<file path="config.mk">
export PLATFORM = sky130hd
export DESIGN_NAME = rsp_top
export DESIGN_NICKNAME = d
export VERILOG_FILES = /design/src/hw/rsp_pkg.sv /design/src/hw/rsp_top.sv
export SDC_FILE = /design/constraint.sdc
export NUM_CORES = 1
export LEC_CHECK = 0
export BUFFER_PORTS_ARGS = -buffer_cell sky130_fd_sc_hd__buf_4
export CORE_AREA = 5 5 137 139
export CTS_CLUSTER_SIZE = 14
export DETAILED_ROUTE_END_ITERATION = 12
export DIE_AREA = 0 0 142 144
export GPL_TIMING_DRIVEN = 0
export MAX_ROUTING_LAYER = met4
export PLACE_DENSITY_LB_ADDON = 0.2
export SLEW_MARGIN = 5
export SYNTH_ARGS = -nofsm -noshare
export SYNTH_HDL_FRONTEND = slang
export SYNTH_SLANG_ARGS = --single-unit
</file>
<file path="constraint.sdc">
create_clock -name i_sys_clk -period 2.1 [get_ports i_sys_clk]
set_input_delay 0.105 -clock i_sys_clk [delete_from_list [all_inputs] [get_ports i_sys_clk]]
set_output_delay 0.105 -clock i_sys_clk [all_outputs]
set_load 0.02 [all_outputs]
</file>
<file path="src/hw/rsp_pkg.sv">
// package for the receiver status-pin and start-up block
// assumes one system clock domain; link-side clocks are sampled, not used as clocks
package rsp_pkg;
  // ************************************************
  // register map (apb byte addresses)
  // ************************************************
  localparam logic [7:0] ADDR_CTRL = 8'h00;
  localparam logic [7:0] ADDR_STATUS = 8'h04;
  localparam logic [7:0] ADDR_IRQ_STAT = 8'h08;
  localparam logic [7:0] ADDR_IRQ_CLR = 8'h0C;
  localparam logic [7:0] ADDR_IRQ_EN = 8'h10;
  localparam logic [7:0] ADDR_ID = 8'h14;
  // ************************************************
  // field positions
  // ************************************************
  localparam int CTRL_RUN_BIT = 0;
  localparam int ID_REV_LSB = 0;
  localparam int ID_DEV_LSB = 4;
  localparam int IRQ_NO_VALIDITY_ERROR_OUT_BIT = 0;
  localparam int IRQ_LOCK_BIT = 1;
  localparam int IRQ_OUTEN_BIT = 2;
  localparam int IRQ_W = 3;
  // ************************************************
  // identity (arbitrary values) and reset values
  // ************************************************
  localparam logic [3:0] DEV_ID_CODE = 4'hA;
  localparam logic [3:0] REV_CODE = 4'h1;
  localparam logic [31:0] CTRL_RST = 32'h0000_0000;
  localparam logic [IRQ_W-1:0] IRQ_RST = 3'h0;
  // ************************************************
  // timing
  // ************************************************
  localparam int CLK_MHZ = 250;
  localparam int SETTLE_US = 100;
  localparam int SETTLE_CYC = SETTLE_US * CLK_MHZ;
  typedef enum logic [1:0] {ST_RESET, ST_IDLE, ST_SETTLE, ST_RUN} rsp_state_t;
endpackage

</file>
<file path="src/hw/rsp_top.sv">
// status pins, serial C/U outputs, output clocks and start-up sequence of a biphase receiver
// assumes decoded frame events arrive synchronous to i_sys_clk; pins are synchronised here
//
// Behaviour
// - no_validity_error_out high on parity, biphase or lock loss
// - word clock toggles once per slot, one period per sample pair
// - bit clock times data, direction by role
// - in hardware mode, serial data pin level selects master/slave
// - audio flag output, low means audio
// - mode input picks software or hardware control
// - user bit shifted on each word-clock edge
// - status bit shifted on each word-clock edge
// - original flag from category and L bit
// - in hardware mode, original and emphasis pins select format
// - reset clears state and mutes outputs
// - host loads settings then sets run
// - serial outputs wait for settled pll
// - option pins inputs in reset, latched after
// - software mode: emphasis pin gives address bit
// - readable fixed four-bit device code
// - readable four-bit revision code
// - emphasis low only for 50/15 us
`timescale 1ns/1ps
module rsp_top #(
  parameter int SETTLE_CYCLES = rsp_pkg::SETTLE_CYC,
  parameter int BCLK_DIV = 4,
  parameter int SLOT_BITS = 32
) (
  input wire logic i_sys_clk,
  input wire logic i_rst_n,
  input wire logic i_ce,
  input wire logic i_frame_stb,
  input wire logic i_parity_err,
  input wire logic i_biphase_err,
  input wire logic i_pll_lock,
  input wire logic i_cs_bit,
  input wire logic i_user_bit,
  input wire logic i_cs_audio,
  input wire logic i_cs_l_bit,
  input wire logic [7:0] i_cs_category,
  input wire logic [2:0] i_cs_preemphasis_flag,
  input wire logic [23:0] i_sample,
  input wire logic i_mode_hw,
  input wire logic i_serial_audio_out_pin,
  input wire logic i_original_source_flag_pin,
  input wire logic i_preemphasis_flag_pin,
  input wire logic i_bclk_pin,
  input wire logic i_wclk_pin,
  input wire logic i_psel,
  input wire logic i_penable,
  input wire logic i_pwrite,
  input wire logic [7:0] i_paddr,
  input wire logic [31:0] i_pwdata,
  output logic [31:0] o_prdata,
  output logic o_pready,
  output logic o_pslverr,
  output logic o_irq,
  output logic o_no_validity_error_out,
  output logic o_serial_audio_out,
  output logic o_serial_audio_oe,
  output logic o_out_bit_clock,
  output logic o_out_bit_clock_oe,
  output logic o_out_word_clock,
  output logic o_out_word_clock_oe,
  output logic o_audio_flag,
  output logic o_original_source_flag,
  output logic o_preemphasis_flag,
  output logic o_opt_oe,
  output logic o_user_bit_out,
  output logic o_cs_bit_out,
  output logic o_master,
  output logic [1:0] o_format,
  output logic o_i2c_addr_bit,
  output logic o_running
);
  // ************************************************
  // pin synchronisers
  // ************************************************
  localparam int NSYNC = 7;
  logic [NSYNC-1:0] pin_raw;
  logic [NSYNC-1:0] sync1_reg;
  logic [NSYNC-1:0] sync2_reg;
  assign pin_raw = {i_mode_hw, i_serial_audio_out_pin, i_original_source_flag_pin, i_preemphasis_flag_pin, i_bclk_pin, i_wclk_pin, i_pll_lock};
  always_ff @(posedge i_sys_clk) begin
    if (i_ce) begin
      sync1_reg <= pin_raw;
      sync2_reg <= sync1_reg;
    end
  end
  wire mode_hw_s = sync2_reg[6];
  wire serial_audio_out_s = sync2_reg[5];
  wire original_source_flag_s = sync2_reg[4];
  wire preemphasis_flag_s = sync2_reg[3];
  wire bclk_s = sync2_reg[2];
  wire wclk_s = sync2_reg[1];
  wire lock_s = sync2_reg[0];

  // ************************************************
  // start-up sequence
  // ************************************************
  rsp_pkg::rsp_state_t state_reg, state_next;
  logic [31:0] settle_cnt_reg;
  logic run_reg;
  logic opt_taken_reg;
  wire settle_done = settle_cnt_reg >= 32'(SETTLE_CYCLES - 1);
  always_comb begin
    state_next = state_reg;
    case (state_reg)
      rsp_pkg::ST_RESET: state_next = rsp_pkg::ST_IDLE;
      rsp_pkg::ST_IDLE: if (run_reg) state_next = rsp_pkg::ST_SETTLE;
      rsp_pkg::ST_SETTLE: begin
        if (!run_reg) state_next = rsp_pkg::ST_IDLE;
        else if (lock_s && settle_done) state_next = rsp_pkg::ST_RUN;
      end
      rsp_pkg::ST_RUN: if (!run_reg) state_next = rsp_pkg::ST_IDLE;
      default: state_next = rsp_pkg::ST_RESET;
    endcase
  end
  always_ff @(posedge i_sys_clk) begin
    if (!i_rst_n) begin
      state_reg <= rsp_pkg::ST_RESET;
      settle_cnt_reg <= 32'h0000_0000;
    end else if (i_ce) begin
      state_reg <= state_next;
      if (state_reg == rsp_pkg::ST_SETTLE && lock_s && !settle_done) settle_cnt_reg <= settle_cnt_reg + 32'h1;
      else if (state_reg != rsp_pkg::ST_SETTLE || !lock_s) settle_cnt_reg <= 32'h0000_0000;
    end
  end
  wire active = state_reg == rsp_pkg::ST_RUN;

  // option pins sensed in the first cycle after release, then turned to outputs
  logic master_reg;
  logic [1:0] format_reg;
  logic i2c_bit_reg;
  always_ff @(posedge i_sys_clk) begin
    if (!i_rst_n) begin
      opt_taken_reg <= 1'b0;
      master_reg <= 1'b0;
      format_reg <= 2'h0;
      i2c_bit_reg <= 1'b0;
    end else if (i_ce && !opt_taken_reg) begin
      opt_taken_reg <= 1'b1;
      i2c_bit_reg <= preemphasis_flag_s;
      if (mode_hw_s) begin
        master_reg <= serial_audio_out_s;
        format_reg <= {original_source_flag_s, preemphasis_flag_s};
      end
    end
  end

  // ************************************************
  // frame-rate status flags
  // ************************************************
  logic no_validity_error_out_reg;
  logic audio_reg;
  logic original_source_flag_reg;
  logic preemphasis_flag_reg;
  // general category (all zero) is never original; otherwise L bit marks original
  wire original_source_flag_decode = (i_cs_category != 8'h00) && i_cs_l_bit;
  always_ff @(posedge i_sys_clk) begin
    if (!i_rst_n) begin
      no_validity_error_out_reg <= 1'b0;
      audio_reg <= 1'b0;
      original_source_flag_reg <= 1'b0;
      preemphasis_flag_reg <= 1'b1;
    end else if (i_ce && i_frame_stb) begin
      no_validity_error_out_reg <= i_parity_err | i_biphase_err | ~lock_s;
      audio_reg <= i_cs_audio;
      original_source_flag_reg <= original_source_flag_decode;
      preemphasis_flag_reg <= i_cs_preemphasis_flag != 3'h1;
    end
  end

  // ************************************************
  // serial audio port clocks and data
  // ************************************************
  logic [7:0] div_reg;
  logic bclk_gen_reg;
  logic [5:0] bitcnt_reg;
  logic wclk_gen_reg;
  logic bclk_d_reg;
  logic wclk_d_reg;
  logic [23:0] shift_reg;
  logic sdo_reg;
  wire div_wrap = div_reg == 8'(BCLK_DIV - 1);
  // master: falling edge of own bit clock; slave: falling edge of sampled bit clock
  wire bclk_fall = master_reg ? (div_wrap && bclk_gen_reg) : (bclk_d_reg && !bclk_s);
  wire wclk_cur = master_reg ? wclk_gen_reg : wclk_s;
  wire wclk_edge = master_reg ? (bclk_fall && bitcnt_reg == 6'(SLOT_BITS - 1)) : (wclk_d_reg != wclk_s);
  always_ff @(posedge i_sys_clk) begin
    if (!i_rst_n) begin
      div_reg <= 8'h00;
      bclk_gen_reg <= 1'b0;
      bitcnt_reg <= 6'h00;
      wclk_gen_reg <= 1'b0;
      bclk_d_reg <= 1'b0;
      wclk_d_reg <= 1'b0;
    end else if (i_ce) begin
      bclk_d_reg <= bclk_s;
      wclk_d_reg <= wclk_s;
      if (active && master_reg) begin
        div_reg <= div_wrap ? 8'h00 : div_reg + 8'h01;
        if (div_wrap) bclk_gen_reg <= ~bclk_gen_reg;
        if (bclk_fall) begin
          bitcnt_reg <= bitcnt_reg == 6'(SLOT_BITS - 1) ? 6'h00 : bitcnt_reg + 6'h01;
          if (bitcnt_reg == 6'(SLOT_BITS - 1)) wclk_gen_reg <= ~wclk_gen_reg;
        end
      end
    end
  end
  always_ff @(posedge i_sys_clk) begin
    if (!i_rst_n) begin
      shift_reg <= 24'h000000;
      sdo_reg <= 1'b0;
      o_user_bit_out <= 1'b0;
      o_cs_bit_out <= 1'b0;
    end else if (i_ce) begin
      if (!active) begin
        sdo_reg <= 1'b0;
      end else if (wclk_edge) begin
        shift_reg <= {i_sample[22:0], 1'b0};
        sdo_reg <= i_sample[23];
        o_user_bit_out <= i_user_bit;
        o_cs_bit_out <= i_cs_bit;
      end else if (bclk_fall) begin
        shift_reg <= {shift_reg[22:0], 1'b0};
        sdo_reg <= shift_reg[23];
      end
    end
  end

  // ************************************************
  // apb slave and interrupts
  // ************************************************
  logic [31:0] ctrl_reg;
  logic [rsp_pkg::IRQ_W-1:0] irq_stat_reg;
  logic [rsp_pkg::IRQ_W-1:0] irq_en_reg;
  logic lock_d_reg;
  logic active_d_reg;
  wire apb_acc = i_psel && i_penable;
  wire apb_wr = apb_acc && o_pready && i_pwrite && !mode_hw_s;
  wire addr_ok = i_paddr == rsp_pkg::ADDR_CTRL || i_paddr == rsp_pkg::ADDR_STATUS ||
                 i_paddr == rsp_pkg::ADDR_IRQ_STAT || i_paddr == rsp_pkg::ADDR_IRQ_CLR ||
                 i_paddr == rsp_pkg::ADDR_IRQ_EN || i_paddr == rsp_pkg::ADDR_ID;
  wire [rsp_pkg::IRQ_W-1:0] irq_evt = {active && !active_d_reg, lock_d_reg && !lock_s,
                                      i_frame_stb && (i_parity_err || i_biphase_err || !lock_s)};
  wire [rsp_pkg::IRQ_W-1:0] irq_clr = (apb_wr && i_paddr == rsp_pkg::ADDR_IRQ_CLR) ?
                                      i_pwdata[rsp_pkg::IRQ_W-1:0] : 3'h0;
  logic [31:0] rd_mux;
  always_comb begin
    case (i_paddr)
      rsp_pkg::ADDR_CTRL: rd_mux = ctrl_reg;
      rsp_pkg::ADDR_STATUS: rd_mux = {24'h000000, audio_reg, original_source_flag_reg, preemphasis_flag_reg, no_validity_error_out_reg, lock_s, master_reg,
                                      mode_hw_s, active};
      rsp_pkg::ADDR_IRQ_STAT: rd_mux = {29'h0, irq_stat_reg};
      rsp_pkg::ADDR_IRQ_EN: rd_mux = {29'h0, irq_en_reg};
      rsp_pkg::ADDR_ID: rd_mux = {24'h000000, rsp_pkg::DEV_ID_CODE, rsp_pkg::REV_CODE};
      default: rd_mux = 32'h0000_0000;
    endcase
  end
  always_ff @(posedge i_sys_clk) begin
    if (!i_rst_n) begin
      ctrl_reg <= rsp_pkg::CTRL_RST;
      run_reg <= 1'b0;
      irq_stat_reg <= rsp_pkg::IRQ_RST;
      irq_en_reg <= rsp_pkg::IRQ_RST;
      lock_d_reg <= 1'b0;
      active_d_reg <= 1'b0;
      o_prdata <= 32'h0000_0000;
      o_pready <= 1'b0;
      o_pslverr <= 1'b0;
      o_irq <= 1'b0;
    end else if (i_ce) begin
      lock_d_reg <= lock_s;
      active_d_reg <= active;
      // set wins over a clear in the same cycle
      irq_stat_reg <= (irq_stat_reg & ~irq_clr) | irq_evt;
      if (apb_wr && i_paddr == rsp_pkg::ADDR_CTRL) begin
        ctrl_reg <= i_pwdata;
        run_reg <= i_pwdata[rsp_pkg::CTRL_RUN_BIT];
      end
      if (apb_wr && i_paddr == rsp_pkg::ADDR_IRQ_EN) irq_en_reg <= i_pwdata[rsp_pkg::IRQ_W-1:0];
      o_pready <= apb_acc && !o_pready;
      o_pslverr <= apb_acc && !o_pready && !addr_ok;
      o_prdata <= (apb_acc && !i_pwrite) ? rd_mux : 32'h0000_0000;
      o_irq <= |(irq_stat_reg & irq_en_reg);
    end
  end

  // ************************************************
  // output registers
  // ************************************************
  always_ff @(posedge i_sys_clk) begin
    if (!i_rst_n) begin
      o_no_validity_error_out <= 1'b0;
      o_serial_audio_out <= 1'b0;
      o_serial_audio_oe <= 1'b0;
      o_out_bit_clock <= 1'b0;
      o_out_bit_clock_oe <= 1'b0;
      o_out_word_clock <= 1'b0;
      o_out_word_clock_oe <= 1'b0;
      o_audio_flag <= 1'b0;
      o_original_source_flag <= 1'b0;
      o_preemphasis_flag <= 1'b0;
      o_opt_oe <= 1'b0;
      o_master <= 1'b0;
      o_format <= 2'h0;
      o_i2c_addr_bit <= 1'b0;
      o_running <= 1'b0;
    end else if (i_ce) begin
      o_no_validity_error_out <= no_validity_error_out_reg;
      o_serial_audio_out <= sdo_reg;
      o_serial_audio_oe <= opt_taken_reg;
      o_out_bit_clock <= bclk_gen_reg;
      o_out_bit_clock_oe <= active && master_reg;
      o_out_word_clock <= wclk_cur;
      o_out_word_clock_oe <= active && master_reg;
      o_audio_flag <= audio_reg;
      o_original_source_flag <= original_source_flag_reg;
      o_preemphasis_flag <= preemphasis_flag_reg;
      o_opt_oe <= opt_taken_reg;
      o_master <= master_reg;
      o_format <= format_reg;
      o_i2c_addr_bit <= i2c_bit_reg;
      o_running <= active;
    end
  end

  // ************************************************
  // assertions
  // ************************************************
  AST_NO_VALIDITY_ERROR_OUT_CAUSE: assert property (@(posedge i_sys_clk) disable iff (!i_rst_n)
    (i_ce && i_frame_stb && (i_parity_err || i_biphase_err)) |=> no_validity_error_out_reg)
    else $error("error flag missed a frame error");
  AST_NO_VALIDITY_ERROR_OUT_HOLD: assert property (@(posedge i_sys_clk) disable iff (!i_rst_n)
    (i_ce && !i_frame_stb) |=> $stable(no_validity_error_out_reg))
    else $error("error flag changed between frames");
  AST_OPT_ONCE: assert property (@(posedge i_sys_clk) disable iff (!i_rst_n)
    opt_taken_reg |=> opt_taken_reg && $stable(master_reg) && $stable(format_reg))
    else $error("start-up options changed after capture");
  AST_NO_RUN_EARLY: assert property (@(posedge i_sys_clk) disable iff (!i_rst_n)
    (state_reg == rsp_pkg::ST_RUN && $past(state_reg) != rsp_pkg::ST_RUN) |-> $past(lock_s))
    else $error("outputs enabled before lock");
  AST_IDLE_MUTE: assert property (@(posedge i_sys_clk) disable iff (!i_rst_n)
    (i_ce && !active) |=> !sdo_reg)
    else $error("serial data not muted");
  AST_RUN_START: assert property (@(posedge i_sys_clk) disable iff (!i_rst_n)
    (i_ce && state_reg == rsp_pkg::ST_IDLE && run_reg) |=> state_reg == rsp_pkg::ST_SETTLE)
    else $error("run bit did not start settling");
  AST_PREEMPHASIS_FLAG: assert property (@(posedge i_sys_clk) disable iff (!i_rst_n)
    (i_ce && i_frame_stb) |=> preemphasis_flag_reg == ($past(i_cs_preemphasis_flag) != 3'h1))
    else $error("emphasis flag wrong");
  AST_ORIGINAL_SOURCE_FLAG: assert property (@(posedge i_sys_clk) disable iff (!i_rst_n)
    (i_ce && i_frame_stb && i_cs_category == 8'h00) |=> !original_source_flag_reg)
    else $error("general category flagged original");
  AST_CU_SHIFT: assert property (@(posedge i_sys_clk) disable iff (!i_rst_n)
    (i_ce && active && wclk_edge) |=> o_user_bit_out == $past(i_user_bit))
    else $error("user bit not presented on word edge");
  AST_CLK_OE: assert property (@(posedge i_sys_clk) disable iff (!i_rst_n)
    (i_ce && !master_reg) |=> !o_out_bit_clock_oe && !o_out_word_clock_oe)
    else $error("slave drove output clocks");
  COV_RUN: cover property (@(posedge i_sys_clk) state_reg == rsp_pkg::ST_RUN);
  COV_NO_VALIDITY_ERROR_OUT: cover property (@(posedge i_sys_clk) o_no_validity_error_out);
  COV_IRQ: cover property (@(posedge i_sys_clk) o_irq);
endmodule

</file>
==> results.cfg, run 1 <==
[global_route]
grt_pass1_vias = 6350
grtUsageTotal_pct = 19.8
grt_max_degree = 20
grt-ovfl-total = 0
antenna_found_initial = 0
grt_pass1_wl_um = 31700

[yosys]
synth_top_area_cell = dfxtp_1
synth_top_cell_area_share_pct = 46.0
synth.most_common_cell = dfxtp_1
seq_area_frac_synth_pct = 51.6
postSynthAreaPerCell_um2 = 9.42
synth_area_mm2 = 0.00761
async_flop_share_pct = 0
synth_ff_type = dfxtp_1
synth_nets = 909
ys_ff_latch = 189
ys_top_cells_by_count = dfxtp_1 (175), nor2_1 (92), nand2_1 (88), mux2i_1 (82), a21oi_1 (80)
synth-edff-count = 14
synth_cell_types = 62
ys_top_cells_by_area = dfxtp_1 (46%), mux2i_1 (11%), edfxtp_1 (5.5%), a21oi_1 (5.3%), nor2_1 (4.5%)
synthCells = 808
yosys_warnings = 0

[setup_path]
cp_top_family = compound AO/OA/AOI/OAI gates
cp.required_ns = 2.40
crit_path_end_kind = flop
critPathArrivalTime_ns = 2.56
cp_cell_sequence = ha_4, a2111oi_4, nor4_4, o41a_1, clkbuf_8, clkbuf_16, o21ai_0, a21oi_1
r2r-end = settle_cnt_reg[6]
path_buf_inv = 2
cpPeakStageDelay_ns = 0.54
critPathKind = reg2reg
start_kind = flop
cp_slowest_cell = o41a_1
reg2reg_slack_ns = -0.16
crit_path_max_fanout = 6
rr_startpoint = settle_cnt_reg[0]
rr_worst_depth = 8

[placement]
gp_congestion = 0.836
dp_slack_ns = -0.487
io_buffers = 146
place_area_mm2 = 0.00904
place_inst = 1183
hpwl_um = 13500

[layout]
stdcell_area_mm2 = 0.0108
fin_util_pct = 61.7
syn2layout_area_growth_pct = 42.2
drive_gt1_share_pct = 23.9
nets = 1171
final_cells = 1312
nFillCells = 1494
diodes = 0

[timing]
holdWs_ns = 0.0182
hold_viol = 0
relSlewSlack_pct = 48.1
rsz0062_at_grt = yes
clock_skew_ns = 0.0111
slew_violations = 0
period_share_pct = 108
fmax_mhz = 442
final-setup-viol-count = 28
worst_slack_ns = -0.160
worstMarginPinSlew_ns = 0.778
fin_crit_ns = 2.26

[drt]
drc = 0
routedWlPerCell_um = 15.6
first_pass_iters = 7
drt_wl_total_um = 20500
via_per_inst = 5.10
drt_iter0_markers = 427
ant_nets = 0
routed-via-count = 6688

[floorplan]
die_x_um = 142
fp-row-count = 49
boundaryPins = 148
start_util_pct = 43.4
die_area_mm2 = 0.0204
core_mm2 = 0.0175
die_h_um = 144

[pwr]
worst_ir_drop_vdd_mv = 0.606
pwr-share-seq_pct = 49.6
pwr-share-clk_pct = 41.7
leakage_uw = 0.00428
p_int_uw = 5620
powerDensity_mw_per_mm2 = 690
p_comb_share_pct = 8.7
power.switching_uw = 1840
swShare_pct = 24.7

[worst_hold_path]
min_from = i_paddr[3]
whs_endpoint = o_prdata[31]
worstHoldPathCells = 4
holdCritPathClass = in2reg

[clock_network]
cts_tree = yes
clk_latency_ns = 0.44
clockBufferDepth = 2
cts.clk_slew.worst_paths_ns = 0.07
cts.htree.levels = 4
root_buffer = clkbuf_16
cts_num_sinks = 189
numCtsBuffers = 17

[flow_run]
drv_cap = 0

[status]
violations = setup timing
outcome = complete, but fails checks
## through the flow
step / power, µW / TNS (ns)
global placement: 4290 / -23.86
floorplan: 4030 / 0
CTS: 7520 / -0.790
global route: 7730 / -4.68
detailed placement: 4290 / -24.99
finish: 7470 / -1.87
## power by group through the flow
stage	clock, µW	sequential (µW)	combinational [µW]
2_1_floorplan	0	3790	244
3_3_place_gp	0	3790	498
3_5_place_dp	0	3790	499
4_1_cts	3170	3710	649
5_1_grt	3320	3710	701
6_report	3110	3700	652
## kinds of logic (layout without fill, tap and decap cells)
logic type | count (synthesis) | after routing | share of synthesized area, %
simple gates | 288 | 288 | 18.5
flops | 189 | 189 | 51.6
compound gates | 173 | 173 | 13.5
mux | 82 | 82 | 10.8
buf+inv | 59 | 334 | 3.39
xor+xnor | 11 | 11 | 1.27
fa+ha+maj | 6 | 6 | 0.986
## worst max path at each step
stage,startpoint,endpoint,cells after the start
global route,settle_cnt_reg[0],settle_cnt_reg[11],7
global placement,div_reg[0],shift_reg[22],7
floorplan,state_reg[0],bitcnt_reg[5],8
detailed placement,div_reg[0],shift_reg[21],7
CTS,settle_cnt_reg[0],settle_cnt_reg[0],8
finish,settle_cnt_reg[0],settle_cnt_reg[6],8
## routing by layer
| metal | up-vias | part of all wire [%] | wire length, µm | GRT usage (%) |
|---|---|---|---|---|
| met5 | - | 0 | 0 | - |
| met4 | 0 | 1.2 | 249 | 6.26 |
| met3 | 23 | 4.1 | 846 | 4.23 |
| met2 | 152 | 48 | 9920 | 31.4 |
| met1 | 3123 | 46 | 9440 | 25.5 |
| li1 | 3390 | - | - | - |
## worst min-delay path, cell delays in order
cell and delay [ns]:
buf_4 0.11, nor3b_2 0.07, nand2_1 0.07, a21oi_1 0.05
## placed cells by master (no fill, tap or decap), types with 21 or more instances in the layout
| cell | synthesis | final |
|---|---|---|
| and2_1 | 21 | 21 |
| nand2_1 | 88 | 88 |
| dfxtp_1 | 175 | 167 |
| clkbuf_1 | 31 | 23 |
| o21ai_0 | 43 | 40 |
| nor2_1 | 92 | 92 |
| buf_4 | 2 | 166 |
| dlygate4sd3_1 | 0 | 74 |
| mux2i_1 | 82 | 77 |
| a21oi_1 | 80 | 79 |
## repair_timing
item                                   CTS  global route
cloned                                   3             3
resized for setup                       39            28
setup endpoints to repair               48            72
buffers inserted                         7            11
hold buffers                            74             0
pin swaps                               28             7
endpoints found under the hold margin   72             0
## area by class of cell
type	count	area (µm²)	share of cell area, %
clock buffers	18	439	4.06
inverters	11	41.3	0.382
well taps	229	287	2.65
flip-flops and latches	189	3940	36.4
plain buffers	47	295	2.73
multi-input cells	560	3610	33.3
repair buffers	244	2090	19.3
clock inverters	14	128	1.18
Note: power is estimated with default switching activity, not from simulation.
==> inputs of run 2 (changes only) <==
- CORE_AREA: 5 5 137 139 -> 2 2 134 136
- DIE_AREA: 0 0 142 144 -> 0 0 136 138
==> results.cfg, run 2 (synthesis results as in run 1) <==
[worst_hold_path]
holdCritPathClass = in2reg

[timing]
relSlewSlack_pct = 49.2
fin_crit_ns = 2.09
clock_skew_ns = 0.00855
final-setup-viol-count = 0
period_share_pct = 99.6
fmax_mhz = 478
rsz0062_at_grt = yes
setup_tns_ns = 0
slew_violations = 0
worstMarginPinSlew_ns = 0.762
worst_slack_ns = 0.00816
hold_viol = 0

[setup_path]
crit_path_max_fanout = 4
path_buf_inv = 0
crit_path_end_kind = flop
cp_cell_sequence = ha_4, a2111oi_4, o21ai_0, a2111oi_2, nor3_1, o221a_2
critPathKind = reg2reg
cpPeakStageDelay_ns = 0.61
cp_top_family = compound AO/OA/AOI/OAI gates
cp_slowest_cell = a2111oi_2
start_kind = flop
cp.required_ns = 2.42
critPathArrivalTime_ns = 2.41

[drt]
drt_iter0_markers = 452
ant_nets = 0
drt_wl_total_um = 19700
first_pass_iters = 7
via_per_inst = 5.12
routed-via-count = 6752
drc = 0
routedWlPerCell_um = 15.0

[floorplan]
fp-row-count = 49
die_h_um = 138
start_util_pct = 43.4
core_mm2 = 0.0175
boundaryPins = 148
die_area_mm2 = 0.0188
die_x_um = 136

[clock_network]
cts_num_sinks = 189
cts.htree.levels = 4
cts_tree = yes
clk_latency_ns = 0.44
numCtsBuffers = 17
clockBufferDepth = 2
cts.clk_slew.worst_paths_ns = 0.07
root_buffer = clkbuf_16

[layout]
final_cells = 1319
nFillCells = 1533
seq_area_mm2 = 0.00394
drive_gt1_share_pct = 24.6
final_cell_mix = buf_4 (176), dfxtp_1 (167), nor2_1 (92)
diodes = 0
stdcell_area_mm2 = 0.0108
nets = 1178
fin_util_pct = 61.7
syn2layout_area_growth_pct = 42.2
multi_input_comb_area_mm2 = 0.00358
layout_commonest_cell = buf_4

[pwr]
worst_ir_drop_vdd_mv = 0.666
powerDensity_mw_per_mm2 = 697
leakage_uw = 0.00432

[global_route]
grtUsageTotal_pct = 21.4
grt-ovfl-total = 0
antenna_found_initial = 0
grt_max_degree = 21
grt_pass1_wl_um = 31400
grt_pass1_vias = 6419

[flow_run]
drv_cap = 0

[status]
outcome = complete, no violations

[placement]
io_buffers = 146
hpwl_um = 13000
dp_slack_ns = -0.476
gp_congestion = 0.860
place_area_mm2 = 0.00904
place_inst = 1183
==> run 2: final timing paths <==
| check | from | to | slack [ns] | cells past startpoint |
|---|---|---|---|---|
| max | settle_cnt_reg[0] | state_reg[0] | 0.008 | 6 |
| min | i_pwrite | o_prdata[0] | 0.009 | 4 |
| max reg2reg | settle_cnt_reg[0] | state_reg[0] | 0.008 | 6 |
| min reg2reg | sync1_reg[3] | sync2_reg[3] | 0.42 | 0 |
==> run 2: layout make-up <==
type / count / area share (%)
plain buffers: 47 / 2.76
repair buffers: 251 / 19.2
inverters: 11 / 0.381
clock inverters: 15 / 1.56
well taps: 229 / 2.65
clock buffers: 17 / 3.93
multi-input cells: 560 / 33.1
flip-flops and latches: 189 / 36.4
==> run 2: stage by stage <==
step | hold slack, ns | power, µW
after floorplan | 0.204 | 4030
after global placement | 0.283 | 4280
after detailed placement | 0.284 | 4290
after CTS | 0.000902 | 7580
after global routing | 0.0204 | 7800
final | 0.00900 | 7540
==> run 2: worst reg2reg max path: stages (launching register included) <==
cell,delay (ns)
dfxtp_2,0.34
ha_4,0.17
a2111oi_4,0.32
o21ai_0,0.18
a2111oi_2,0.61
nor3_1,0.10
o221a_2,0.28
==> run 2: timing repair <==
item | CTS | global route
cloned | 2 | 3
setup endpoints to repair | 48 | 75
hold buffers | 70 | 0
gates resized for setup | 33 | 49
setup buffers | 8 | 22
pin swaps | 23 | 8
hold endpoints to repair | 70 | 0
==> run 2: per-layer routing <==
| metal | vias to the layer above | track usage, % | wire (µm) |
|---|---|---|---|
| met4 | 0 | 4.99 | 196 |
| li1 | 3387 | - | - |
| met1 | 3196 | 27.5 | 9120 |
| met3 | 20 | 4.36 | 798 |
| met2 | 149 | 34.7 | 9630 |
| met5 | - | - | 0 |
==> run 2: power breakdown <==
group          internal [µW]  switching [µW]  total, µW
Clock                   1610            1580       3190
Combinational            348             298        646
Sequential              3670            32.2       3700
Total                   5630            1910       7540
==> inputs of run 3 (changes only) <==
==> constraint.sdc (replaced) <==
create_clock -name i_sys_clk -period 2.1 [get_ports i_sys_clk]
set_input_delay 0.315 -clock i_sys_clk [delete_from_list [all_inputs] [get_ports i_sys_clk]]
set_output_delay 0.315 -clock i_sys_clk [all_outputs]
set_load 0.02 [all_outputs]
==> results.cfg, run 3 (synthesis results as in run 1) <==
[floorplan]
die_area_mm2 = 0.0188
fp-row-count = 49
die_h_um = 138
start_util_pct = 43.4
boundaryPins = 148
core_mm2 = 0.0175
die_x_um = 136

[clock_network]
cts_tree = yes
numCtsBuffers = 17
holdBufCountCts = 0
cts_num_sinks = 189
clockBufferDepth = 2
clk_latency_ns = 0.43
cts.clk_slew.worst_paths_ns = 0.07
root_buffer = clkbuf_16
cts.htree.levels = 4

[drt]
first_pass_iters = 5
ant_nets = 0
routed-via-count = 6399
drt_wl_total_um = 19000
via_per_inst = 5.17
drc = 0
drt_iter0_markers = 377
routedWlPerCell_um = 15.4

[pwr]
worst_ir_drop_vdd_mv = 0.634
powerDensity_mw_per_mm2 = 730
p_int_uw = 5530
power.switching_uw = 1810
p_comb_share_pct = 7.3
pwr-share-seq_pct = 50.5
swShare_pct = 24.7
pwr-share-clk_pct = 42.2
leakage_uw = 0.00398

[layout]
layout_commonest_cell = dfxtp_1
final_cell_mix = dfxtp_1 (167), buf_4 (165), nor2_1 (92)
diodes = 0
nFillCells = 1636
fin_util_pct = 57.4
nets = 1097
drive_gt1_share_pct = 25.4
syn2layout_area_growth_pct = 32.2

[timing]
slew_violations = 0
fin_crit_ns = 2.19
fmax_mhz = 456
worstMarginPinSlew_ns = 0.796
final-setup-viol-count = 10
period_share_pct = 104
relSlewSlack_pct = 46.9
hold_viol = 0
worst_slack_ns = -0.0934
clock_skew_ns = 0.00758
setup_tns_ns = -0.346
rsz0062_at_grt = yes
holdWs_ns = 0.0529

[setup_path]
crit_path_max_fanout = 4
critPathKind = reg2reg
cpPeakStageDelay_ns = 0.61
crit_path_end_kind = flop
critPathArrivalTime_ns = 2.52
cp_slowest_cell = a2111oi_2
cp_cell_sequence = ha_4, a2111oi_4, buf_4, o21ai_0, a2111oi_2, nor3_1, o221a_2
cp.required_ns = 2.43
path_buf_inv = 1
start_kind = flop
cp_top_family = compound AO/OA/AOI/OAI gates

[global_route]
grt-ovfl-total = 0
grt_pass1_vias = 6112
grt_max_degree = 20
grt_pass1_wl_um = 30500
grtUsageTotal_pct = 20.9
antenna_found_initial = 0

[placement]
io_buffers = 146
gp_congestion = 0.810
hpwl_um = 13100
dp_slack_ns = -0.558

[status]
violations = setup timing
outcome = complete, but fails checks

[worst_hold_path]
holdCritPathClass = in2reg

[flow_run]
drv_cap = 0
run 3: changes by cell type in the layout (fill, tap and decap cells not counted), moves of 4 or more:
cell,change
o21ai_1,-9
o21ai_0,+9
buf_4,-11
dlygate4sd3_1,-70
inv_8,-4
run 3: worst register-to-register path, delay by kind of cell (launching register included):
family	cells	cell delay, ns
AOI/OAI and AO/OA	4	1.32
adders and majority gates	1	0.17
DFF	1	0.34
buffers and inverters	1	0.17
and+or+nand+nor	1	0.09
run 3: what timing repair did:
action                                 4_1_cts  5_1_grt
pin swaps                                   26        8
gates resized for setup                     42       28
gates cloned                                 2        3
endpoints found under the hold margin        0        0
setup endpoints to repair                   68       96
buffers inserted                             8       11
run 3: layout make-up:
class	count	area (µm²)	share of cell area (%)
Inverter	11	41.3	0.410
Tap cell	229	287	2.85
Sequential cell	189	3940	39.2
Multi-Input combinational cell	560	3610	35.9
Buffer	47	307	3.05
Clock buffer	18	439	4.37
Clock inverter	14	128	1.27
Timing Repair Buffer	170	1310	13.0
run 3: metrics by stage:
step	area [µm²]	std cells	power, µW
6_report	10100	1238	7350
5_1_grt	10100	1238	7590
4_1_cts	9850	1224	7370
3_5_place_dp	9040	1183	4290
3_3_place_gp	9040	1183	4280
2_1_floorplan	7650	808	4030
run 3: per-layer routing:
metal,track usage [%],routed length (µm),part of all wire [%]
met1,27.5,8950,47
met2,32.6,9010,47
met3,4.07,796,4.2
met4,5.98,282,1.5
met5,-,0,0
run 3: path summary, 6_finish.rpt:
check	slack, ns	depth (start not counted)	to	from
max reg2reg	-0.09	7	state_reg[0]	settle_cnt_reg[1]
max	-0.09	7	state_reg[0]	settle_cnt_reg[1]
min	0.05	1	sync1_reg[5]	i_serial_audio_out_pin
min reg2reg	0.42	0	sync2_reg[2]	sync1_reg[2]
run 3: power groups by stage:
stage	clock network (µW)	logic (µW)	registers [µW]
2_1_floorplan	0	244	3790
3_3_place_gp	0	495	3790
3_5_place_dp	0	498	3790
4_1_cts	3150	518	3710
5_1_grt	3300	583	3710
6_report	3100	536	3710
